## src/core/msdc_consts.svh

```systemverilog
// Purpose: Offsets, field positions, reset values for the spacing/deviation bank
// Assumes: Register byte address is four times the index
// Notes: Definitions only
`ifndef MSDC_CONSTS_SVH
`define MSDC_CONSTS_SVH
`define MSDC_IDX_EXP 16'hdf0f
`define MSDC_IDX_MANT 16'hdf10
`define MSDC_IDX_DEV 16'hdf11
`define MSDC_IDX_MODE 16'hdf20
`define MSDC_EXP_RST 2'h2
`define MSDC_MANT_RST 8'hf8
`define MSDC_DEV_E_RST 3'h4
`define MSDC_DEV_M_RST 3'h7
`define MSDC_DEV_E_LSB 4
`define MSDC_DEV_E_MSB 6
`define MSDC_DEV_M_LSB 0
`define MSDC_DEV_M_MSB 2
`define MSDC_MODE_MSK_BIT 0
`define MSDC_MODE_TX_BIT 1
`define MSDC_SPACING_BASE 12'h100
`define MSDC_DEV_BASE 11'h008
`endif

```

## src/core/msdc_pkg.sv

```systemverilog
// Purpose: Types shared by the spacing/deviation bank
// Assumes: Nothing beyond the constants header
// Notes: Register selector used by the bus decode
package msdc_pkg;
    typedef enum logic [2:0] {
        MSDC_SEL_NONE,
        MSDC_SEL_EXP,
        MSDC_SEL_MANT,
        MSDC_SEL_DEV,
        MSDC_SEL_MODE
    } msdc_sel_e;
    typedef logic [25:0] msdc_freq_t;
endpackage : msdc_pkg

```

## src/core/msdc_calc.sv

```systemverilog
// Purpose: Spacing, deviation and channel frequency arithmetic
// Assumes: Inputs come from flip-flops on the same clock
// Notes: Frequencies in units of fref/2^18, deviation in fref/2^17
`include "msdc_consts.svh"
module msdc_calc
    import msdc_pkg::*;
(
    input wire logic [7:0] spacing_mantissa,
    input wire logic [1:0] spacing_exponent,
    input wire logic [2:0] dev_mantissa,
    input wire logic [2:0] dev_exponent,
    input wire logic [23:0] base_freq,
    input wire logic [7:0] channel_number,
    output logic [11:0] spacing_step,
    output logic [10:0] dev_step,
    output msdc_freq_t channel_number_freq
);
    logic [19:0] offset;

    always_comb begin
        // Implied leading one above the mantissa
        spacing_step = (`MSDC_SPACING_BASE + {4'h0, spacing_mantissa}) << spacing_exponent; // [RL1] [RL2]
        dev_step = (`MSDC_DEV_BASE + {8'h00, dev_mantissa}) << dev_exponent; // [RL4]
        offset = {8'h00, spacing_step} * {12'h000, channel_number};
        channel_number_freq = {base_freq, 2'b00} + {6'h00, offset}; // [RL3]
    end
endmodule : msdc_calc

```

## src/core/msdc_top.sv

```systemverilog
// Purpose: Channel spacing and deviation configuration bank on AHB-Lite
// Assumes: Zero wait state slave, single word transfers, response always OKAY
// Notes: Base frequency, channel number and symbol come from same-clock logic
// Summary of operation
// [RL1] Eight-bit spacing mantissa, reset 0xf8, with an implied leading one.
// [RL2] Spacing is fref/2^18 times (256 + mantissa) times 2^exponent, unsigned.
// [RL3] Operating frequency is base frequency plus spacing times channel number.
// [RL4] FSK deviation is fref/2^17 times (8 + mantissa) times 2^exponent.
// [RL5] FSK transmit shifts down by deviation for zero, up for one.
// [RL6] MSK transmit: setting picks phase-change fraction 1/8..8/8, +90 zero, -90 one.
// [RL7] FSK receive uses the setting as expected deviation; software programs it closely.
// [RL8] MSK receive ignores the deviation register entirely.
// [RL9] Two-bit spacing exponent in a separate register, reset binary 10.
// [RL10] Deviation bits 7 and 3 read zero and ignore writes.
`include "msdc_consts.svh"
module msdc_top
    import msdc_pkg::*;
(
    input wire logic hclk,
    input wire logic hresetn,
    input wire logic hsel,
    input wire logic [31:0] haddr,
    input wire logic [1:0] htrans,
    input wire logic hwrite,
    input wire logic [2:0] hsize,
    input wire logic [31:0] hwdata,
    input wire logic hready,
    output logic hreadyout,
    output logic [31:0] hrdata,
    output logic hresp,
    input wire logic [23:0] base_freq,
    input wire logic [7:0] channel_number,
    input wire logic tx_symbol,
    output msdc_freq_t channel_number_freq,
    output msdc_freq_t tx_freq,
    output logic [10:0] rx_expected_dev,
    output logic rx_dev_valid,
    output logic [3:0] msk_phase_eighths,
    output logic msk_phase_neg
);
    // Bus phase state
    msdc_sel_e wsel_q, wsel_d;
    logic [31:0] hrdata_q, hrdata_d;
    // Register state
    logic [1:0] exp_q, exp_d;
    logic [7:0] mant_q, mant_d;
    logic [2:0] dev_e_q, dev_e_d;
    logic [2:0] dev_m_q, dev_m_d;
    logic msk_q, msk_d;
    logic tx_q, tx_d;
    // Output state
    msdc_freq_t channel_number_freq_q, channel_number_freq_d;
    msdc_freq_t tx_freq_q, tx_freq_d;
    logic [10:0] rx_dev_q, rx_dev_d;
    logic rx_valid_q, rx_valid_d;
    logic [3:0] msk_frac_q, msk_frac_d;
    logic msk_neg_q, msk_neg_d;

    logic [11:0] spacing_step;
    logic [10:0] dev_step;
    msdc_freq_t calc_freq;
    msdc_sel_e asel;
    logic addr_phase;

    function automatic msdc_sel_e decode(input logic [31:0] addr);
        msdc_sel_e s;
        s = MSDC_SEL_NONE;
        if (addr[1:0] == 2'b00 && addr[31:18] == 14'h0000) begin
            unique case (addr[17:2])
                `MSDC_IDX_EXP: s = MSDC_SEL_EXP;
                `MSDC_IDX_MANT: s = MSDC_SEL_MANT;
                `MSDC_IDX_DEV: s = MSDC_SEL_DEV;
                `MSDC_IDX_MODE: s = MSDC_SEL_MODE;
                default: s = MSDC_SEL_NONE;
            endcase
        end
        return s;
    endfunction : decode

    msdc_calc i_msdc_calc (
        .spacing_mantissa(mant_q),
        .spacing_exponent(exp_q),
        .dev_mantissa(dev_m_q),
        .dev_exponent(dev_e_q),
        .base_freq(base_freq),
        .channel_number(channel_number),
        .spacing_step(spacing_step),
        .dev_step(dev_step),
        .channel_number_freq(calc_freq)
    );

    assign addr_phase = hsel && hready && htrans[1];
    assign asel = decode(haddr);

    // Bus: read data is captured in the address phase so it stands from flip-flops
    always_comb begin
        wsel_d = MSDC_SEL_NONE;
        hrdata_d = hrdata_q;
        if (addr_phase) begin
            if (hwrite) begin
                wsel_d = asel;
            end else begin
                unique case (asel)
                    MSDC_SEL_EXP: hrdata_d = {30'h0, exp_q}; // [RL9]
                    MSDC_SEL_MANT: hrdata_d = {24'h0, mant_q};
                    MSDC_SEL_DEV: hrdata_d = {25'h0, dev_e_q, 1'b0, dev_m_q}; // [RL10]
                    MSDC_SEL_MODE: hrdata_d = {30'h0, tx_q, msk_q};
                    MSDC_SEL_NONE: hrdata_d = 32'h0000_0000;
                endcase
            end
        end
    end

    always_ff @(posedge hclk or negedge hresetn) begin
        if (!hresetn) begin
            wsel_q <= MSDC_SEL_NONE;
            hrdata_q <= 32'h0000_0000;
        end else begin
            wsel_q <= wsel_d;
            hrdata_q <= hrdata_d;
        end
    end

    assign hreadyout = 1'b1;
    assign hresp = 1'b0;
    assign hrdata = hrdata_q;

    // Registers: writes land in the data phase
    always_comb begin
        exp_d = exp_q;
        mant_d = mant_q;
        dev_e_d = dev_e_q;
        dev_m_d = dev_m_q;
        msk_d = msk_q;
        tx_d = tx_q;
        unique case (wsel_q)
            MSDC_SEL_EXP: exp_d = hwdata[1:0]; // [RL9]
            MSDC_SEL_MANT: mant_d = hwdata[7:0]; // [RL1]
            MSDC_SEL_DEV: begin
                // Bits 7 and 3 have no storage
                dev_e_d = hwdata[`MSDC_DEV_E_MSB:`MSDC_DEV_E_LSB]; // [RL10]
                dev_m_d = hwdata[`MSDC_DEV_M_MSB:`MSDC_DEV_M_LSB];
            end
            MSDC_SEL_MODE: begin
                msk_d = hwdata[`MSDC_MODE_MSK_BIT];
                tx_d = hwdata[`MSDC_MODE_TX_BIT];
            end
            MSDC_SEL_NONE: begin
            end
        endcase
    end

    always_ff @(posedge hclk or negedge hresetn) begin
        if (!hresetn) begin
            exp_q <= `MSDC_EXP_RST; // [RL9]
            mant_q <= `MSDC_MANT_RST; // [RL1]
            dev_e_q <= `MSDC_DEV_E_RST;
            dev_m_q <= `MSDC_DEV_M_RST;
            msk_q <= 1'b0;
            tx_q <= 1'b0;
        end else begin
            exp_q <= exp_d;
            mant_q <= mant_d;
            dev_e_q <= dev_e_d;
            dev_m_q <= dev_m_d;
            msk_q <= msk_d;
            tx_q <= tx_d;
        end
    end

    // Modulation outputs, one cycle behind their inputs
    always_comb begin
        channel_number_freq_d = calc_freq; // [RL3]
        tx_freq_d = calc_freq;
        rx_dev_d = 11'h000;
        rx_valid_d = 1'b0;
        msk_frac_d = 4'h0;
        msk_neg_d = 1'b0;
        if (tx_q) begin
            if (msk_q) begin
                // Mantissa 0..7 maps to 1/8..8/8 of a symbol
                msk_frac_d = {1'b0, dev_m_q} + 4'h1; // [RL6]
                msk_neg_d = tx_symbol; // [RL6]
            end else if (tx_symbol) begin
                // Deviation is in twice the units of the frequency word
                tx_freq_d = calc_freq + {14'h0, dev_step, 1'b0}; // [RL5]
            end else begin
                tx_freq_d = calc_freq - {14'h0, dev_step, 1'b0}; // [RL5]
            end
        end else if (!msk_q) begin // [RL8]
            rx_dev_d = dev_step; // [RL7]
            rx_valid_d = 1'b1;
        end
        // MSK receive falls through, so no deviation term reaches any output
    end

    always_ff @(posedge hclk or negedge hresetn) begin
        if (!hresetn) begin
            channel_number_freq_q <= 26'h0;
            tx_freq_q <= 26'h0;
            rx_dev_q <= 11'h000;
            rx_valid_q <= 1'b0;
            msk_frac_q <= 4'h0;
            msk_neg_q <= 1'b0;
        end else begin
            channel_number_freq_q <= channel_number_freq_d;
            tx_freq_q <= tx_freq_d;
            rx_dev_q <= rx_dev_d;
            rx_valid_q <= rx_valid_d;
            msk_frac_q <= msk_frac_d;
            msk_neg_q <= msk_neg_d;
        end
    end

    assign channel_number_freq = channel_number_freq_q;
    assign tx_freq = tx_freq_q;
    assign rx_expected_dev = rx_dev_q;
    assign rx_dev_valid = rx_valid_q;
    assign msk_phase_eighths = msk_frac_q;
    assign msk_phase_neg = msk_neg_q;
endmodule : msdc_top

```

## config.mk

```make
export PLATFORM = sky130hd
export DESIGN_NAME = msdc_top
export DESIGN_NICKNAME = d
export VERILOG_FILES = /design/src/core/msdc_pkg.sv /design/src/core/msdc_calc.sv /design/src/core/msdc_top.sv
export VERILOG_INCLUDE_DIRS = /design/src /design/src/core
export SDC_FILE = /design/constraint.sdc
export NUM_CORES = 1
export LEC_CHECK = 0
export BUFFER_PORTS_ARGS = -buffer_cell sky130_fd_sc_hd__buf_4
export CAP_MARGIN = 20
export CORE_MARGIN = 5
export CORE_UTILIZATION = 56
export DETAILED_ROUTE_END_ITERATION = 8
export PLACE_DENSITY = 0.83
export SLEW_MARGIN = 25
export SYNTH_ARGS = -nofsm -noshare
export SYNTH_HDL_FRONTEND = slang
export SYNTH_SLANG_ARGS = --single-unit
```

## constraint.sdc

```tcl
create_clock -name hclk -period 8.6 [get_ports hclk]
set_clock_uncertainty 0.05 [all_clocks]
set_input_delay 0.86 -clock hclk [delete_from_list [all_inputs] [get_ports hclk]]
set_output_delay 0.86 -clock hclk [all_outputs]
set_load 0.02 [all_outputs]
```

==> After elaboration in Yosys (flattened, before gate mapping) <==
Index checks and enable logic that the tools add are counted.
{ "totals": {"ff_bits": 122, "latch_bits": 0, "mem_bits_rw": 0, "romBits": 0, "input_bits": 107, "memories": 0} }
{ "op_classes": {"add_sub_neg": 6, "n_mul": 1, "div_mod_pow": 0, "magnitude_cmp": 0, "n_eq_ne": 12, "n_shift": 2, "muxes": 16, "bitwise_logic": 1, "n_reduce_logical": 7} }
{ "ops": {"columns": ["operator", "count"], "rows": [
  ["32-bit one-hot mux with 5 select lines", 1],
  ["26-bit 2-to-1 mux", 3],
  ["16-bit equality test, second input constant", 4],
  ["26-bit by 12-bit adder with 26-bit output", 1],
  ["26-bit by 20-bit adder with 26-bit output", 1],
  ["26-bit by 12-bit subtractor with 26-bit output", 1],
  ["11-bit 2-to-1 mux", 2],
  ["12-bit by 8-bit multiplier with 20-bit output", 1],
  ["14-bit zero test", 1],
  ["3-bit by 2-bit equality test with 1-bit output, second input constant", 4],
  ["3-bit one-hot mux with 4 select lines", 1],
  ["12-bit by 2-bit left shift with 12-bit output", 1],
  ["11-bit by 3-bit left shift with 11-bit output", 1],
  ["9-bit by 8-bit adder with 10-bit output, first input constant", 1],
  ["3-bit 2-to-1 mux", 3],
  ["4-bit 2-to-1 mux", 2],
  ["3-bit by 1-bit equality test with 1-bit output, second input constant", 2],
  ["3-bit equality test, second input constant", 2],
  ["4-bit by 3-bit adder with 5-bit output, first input constant", 1],
  ["3-bit by 1-bit adder with 4-bit output, second input constant", 1],
  ["1-bit 2-to-1 mux", 4],
  ["1-bit logical AND", 3],
  ["3-bit zero test", 1],
  ["2-bit zero test", 1],
  ["2 further kinds", 2]
]} }

==> Logic depth before layout (Yosys ltp) <==
{ "logic_depth": {"word_depth": 8, "mapped_depth": 30, "mapped_depth_nobuf": 30} }

==> By module <==
From an unflattened synthesis, not the netlist that was laid out.
{ "unflattened": {"cells_unflattened": 1034, "area_unflattened_um2": 9421.5} }
{ "modules_own_cells": {"columns": ["module", "instances", "cells_each", "area_per_inst_um2", "seq_area_each_um2"], "rows": [
  ["msdc_top", 1, 512, 5215.0, 2439.8],
  ["msdc_calc", 1, 522, 4206.5, 0.0]
]} }

==> Least setup slack after synthesis <==
OpenSTA, ideal clock, no wires.
{ "synth_path": {"path_type": "flip-flop to flip-flop", "start": "register exp_q[1]", "end": "register tx_freq_q[21] (netlist: tx_freq[21])", "arrival_ps": 6878, "required_ps": 8425, "setup_slack_ps": 1548, "stages_incl_launch_ff": 25, "n_path_buf": 1, "cell_sequence": "dfstp_2 -> clkbuf_1 -> mux4_2 -> and2_1 -> fa_1 -> fa_1 -> fa_1 -> inv_1 -> fa_1 -> inv_1 -> ha_1 -> a21o_1 -> a2111oi_2 -> o21ai_2 -> a31oi_4 -> xnor2_1 -> ha_1 -> a21o_1 -> a21o_1 -> a21oi_1 -> nor2b_1 -> a211oi_2 -> o21ai_1 -> xor2_1 -> mux2_2"} }
{ "synth_via": {"elab_chain_cells": 7, "word_cells_on_any_way": 8, "cone_classes": "add/sub: 3; mul: 1; shift: 1; mux: 3"} }
{ "synth_rtl": {"columns": ["element", "line_no", "source"], "rows": [
  ["start: declaration", "msdc_top.sv:45", "logic [1:0] exp_q, exp_d;"],
  ["start signal: assignment", "msdc_top.sv:155", "exp_q <= `MSDC_EXP_RST;"],
  ["start signal: assignment", "msdc_top.sv:162", "exp_q <= exp_d;"],
  ["12-bit by 2-bit left shift with 12-bit output *", "msdc_calc.sv:22", "spacing_step = (`MSDC_SPACING_BASE + {4'h0, spacing_mantissa}) << spacing_exponent;"],
  ["12-bit by 8-bit multiplier with 20-bit output *", "msdc_calc.sv:24", "offset = {8'h00, spacing_step} * {12'h000, channel_number};"],
  ["26-bit by 20-bit adder with 26-bit output *", "msdc_calc.sv:25", "channel_number_freq = {base_freq, 2'b00} + {6'h00, offset};"],
  ["named net calc_freq[15]", "msdc_top.sv:61", "msdc_freq_t calc_freq;"],
  ["26-bit by 12-bit subtractor with 26-bit output / 26-bit by 12-bit adder with 26-bit output (equally long branches)", "msdc_top.sv:188, msdc_top.sv:186", null],
  ["26-bit 2-to-1 mux *", "msdc_top.sv:184", "end else if (tx_symbol) begin"],
  ["26-bit 2-to-1 mux *", "msdc_top.sv:180", "if (msk_q) begin"],
  ["26-bit 2-to-1 mux *", "msdc_top.sv:179", "if (tx_q) begin"],
  ["named net tx_freq_d[21]", "msdc_top.sv:53", "msdc_freq_t tx_freq_q, tx_freq_d;"],
  ["end signal: assignment", "msdc_top.sv:207", "tx_freq_q <= tx_freq_d;"],
  ["end: declaration", "msdc_top.sv:53", null]
]} }
Mark *: on every way through the listed nets, which the timed path passes. The rest lies on a longest branch.
A chain may end at the register's enable or synchronous reset.

==> Final worst setup path <==
{ "layout_path": {"start": "register exp_q[0]", "end": "register tx_freq_q[23] (netlist: tx_freq[23])"} }
The elaborated chain is that of the path after synthesis.

==> results.yml <==
timing:
  max_freq_ghz: 0.1226
  finalSetupTns_ps: 0
  finalCriticalPeriod_ps: 8157
  period_share_pct: 94.85
  hold_slack_ps: 449.4
  rsz0062_at_grt: "no"
  finalHoldViolCount: 0
  max-slew-margin-rel_pct: 32.91
  tightest_slew_ps: 995.8
  timing.final.max_slew_violations: 0
  setup_viol_count_final: 0
global_routing:
  grt_max_degree: 52
  grt_pass1_wl_um: 37330
  grt_overflow: 0
  use_met1_pct: 32.35
  grt_usage_pct: 25.21
  antenna_found_initial: 0
  grt.busiest_layer: "met2"
  grtUsageMet3_pct: 4.748
  grt_pass1_vias: 7696
  use_met2_pct: 43.30
detailed_routing:
  vias: 7417
  drc: 0
  first_pass_iters: 6
  wirelength_um: 22530
  final_antenna_net_count: 0
  first_iter_violations: 618
  wl_per_cell_um: 17.04
  vias_per_cell: 5.610
critical_path:
  rr_endpoint: "tx_freq[23]"
  worst_r2r_path_depth: 25
  criticalPathCategory: "reg -> reg"
  cp-end-kind: "flop"
  required_ps: 8790
  r2r_start: "exp_q[0]"
  cp_max_fo: 23
  worstSetupStartpointType: "flop"
  arrival_ps: 8350
  rrSetupSlack_ps: 440
die:
  die_area_um2: 18850
  dieWidth_um: 137.3
  ios: 210
  coreArea_um2: 15890
  start_util_pct: 57.12
  placementRows: 46
  die_height_um: 137.3
min_path:
  hold_depth: 2
  worstHoldStart: "hrdata[6]"
  hold_path_end: "hrdata[6]"
  hold_class: "reg -> reg"
power_and_ir_drop:
  power_density_nw_per_um2: 166.9
  ir_worst_vdd_mv: 0.1094
  power_leakage_nw: 5.400
synth:
  synth_edf_count: 0
  synth_cells: 966
  seq_area_frac_synth_pct: 26.89
  synthTopCellsByArea: "dfrtp_1 (24%), fa_1 (17%), ha_1 (9.4%)"
  synth_top_area_cell: "dfrtp_1"
  synth_cell_types: 69
  synth_ff_type: "dfrtp_1"
  netlist.area_leader.share_pct: 23.99
  syn_area_per_cell_um2: 9.393
  syn_area_um2: 9074
  synth-async-reset-ratio_pct: 100.0
  yosysWarnings: 0
  ys_ff_latch: 97
clock_network:
  cts_setup_buffers: 0
  ctsHoldBuffers: 0
  clk_path_buf_depth: 2
  clkLatencyLatePin_ps: 360
  cts_root_buffer: "clkbuf_16"
  cts-buffers-inserted: 9
  path_clk_slew_ps: 70
  cts_sinks: 97
  cts_tree: "yes"
  h-tree-depth: 3
  ctsResizeCount: 0
layout:
  final_common_cell: "buf_4"
  fin_area_um2: 10590
  drive_gt1_share_pct: 20.25
  fin_nets: 1355
  final_cell_mix: "buf_4 (158), inv_1 (120), nand2_1 (91)"
  diodes: 0
  area_growth_pct: 16.69
  final_core_util_pct: 66.65
  layout.cells.non_filler: 1322
status:
  status: "complete, no violations"
placed_design:
  io_buffers: 155
  dpl-instance-area_um2: 10310
  place_inst: 1307
  dp_hpwl_um: 18450
  gp_congestion: 0.9645
run:
  cap_viol_max_count: 0
## report_power, final
part / internal [W] / total, W / leakage [nW] / switching (W)
sequential: 0.000515 / 0.000538 / 1.19 / 0.0000224
clock: 0.000206 / 0.000388 / 0.134 / 0.000182
combinational: 0.000341 / 0.000842 / 4.08 / 0.000501
total: 0.00106 / 0.00177 / 5.40 / 0.000705
## routing by layer
layer,part of all wire (%),wire length [um],vias up
li1,-,-,3417
met1,40,9053,3647
met2,50,11170,304
met3,7.5,1693,49
met4,2.7,609,0
met5,0,0,-
## worst max-delay path, stage by stage, from the launching register on
cell and delay, ps:
dfrtp_1 840, mux2i_1 230, o21ai_0 820, nand2_1 170, fa_1 500, fa_1 550, inv_1 60, fa_1 550
inv_1 60, fa_1 540, inv_1 40, ha_1 330, o21a_1 230, o311a_4 140, o41ai_4 310, nor2b_1 250
o21ai_0 140, xor2_1 340, ha_1 350, a21o_1 180, a21oi_1 220, nor2b_1 100, a211oi_2 450, o21ai_1 180
a211o_1 280, o211a_1 120
## sequential cells by signal, summed over array words and instances, names as in the netlist
register / count
tx_freq: 26
channel_number_freq: 25
rx_expected_dev: 11
hrdata: 8
mant_q: 8
msk_phase_eighths: 4
dev_e_q: 3
dev_m_q: 3
wsel_q: 3
exp_q: 2
msk_phase_neg: 1
msk_q: 1
rx_dev_valid: 1
tx_q: 1
## worst max-delay path by stage
stage / slack [ps] / start / end
finish: 440 / exp_q[0] / tx_freq[23]
global route: 20 / exp_q[0] / tx_freq[23]
CTS: 590 / exp_q[0] / tx_freq[23]
detailed placement: 640 / exp_q[0] / tx_freq[23]
global placement: 900 / exp_q[0] / tx_freq[23]
floorplan: 1550 / exp_q[1] / tx_freq[21]
## cell usage after synthesis, types with 16 or more instances
cell type / number
inv_1: 120
clkbuf_1: 28
and2_1: 56
a21o_1: 17
buf_4: 27
xor2_1: 16
nor2_1: 55
xnor2_1: 31
dfrtp_1: 87
nand2_1: 91
fa_1: 78
o21ai_0: 36
ha_1: 68
mux2_2: 24
a21oi_1: 39
## cell type report
class	count	area, um2
timing repair buffer	158	1186
fill	1287	5298
inverter	122	457.9
clock inverter	4	36.28
multi-input combinational	714	5954
sequential	97	2440
clock buffer	11	242.7
tap	216	270.3
## cells by family (layout without fill, tap and decap cells)
family                     after synthesis  in the layout  share of synthesized area, %
and+or+nand+nor                        291            291                         16.15
other                                    2             26                       0.08277
muxes                                   40             40                         5.019
xor gates and xnor gates                47             47                         4.537
AOI/OAI and AO/OA                      164            164                         12.20
DFF                                     97             97                         26.89
adders and majority gates              146            146                         26.59
buffers and inverters                  179            295                         8.535
## per-stage QoR
stage	setup WS (ps)	power (W)
floorplan	1548	0.001122
global placement	904.3	0.001359
detailed placement	635.1	0.001379
CTS	587.8	0.001769
global route	21.94	0.001882
finish	442.7	0.001767
Power figures use the tool's default switching activity.
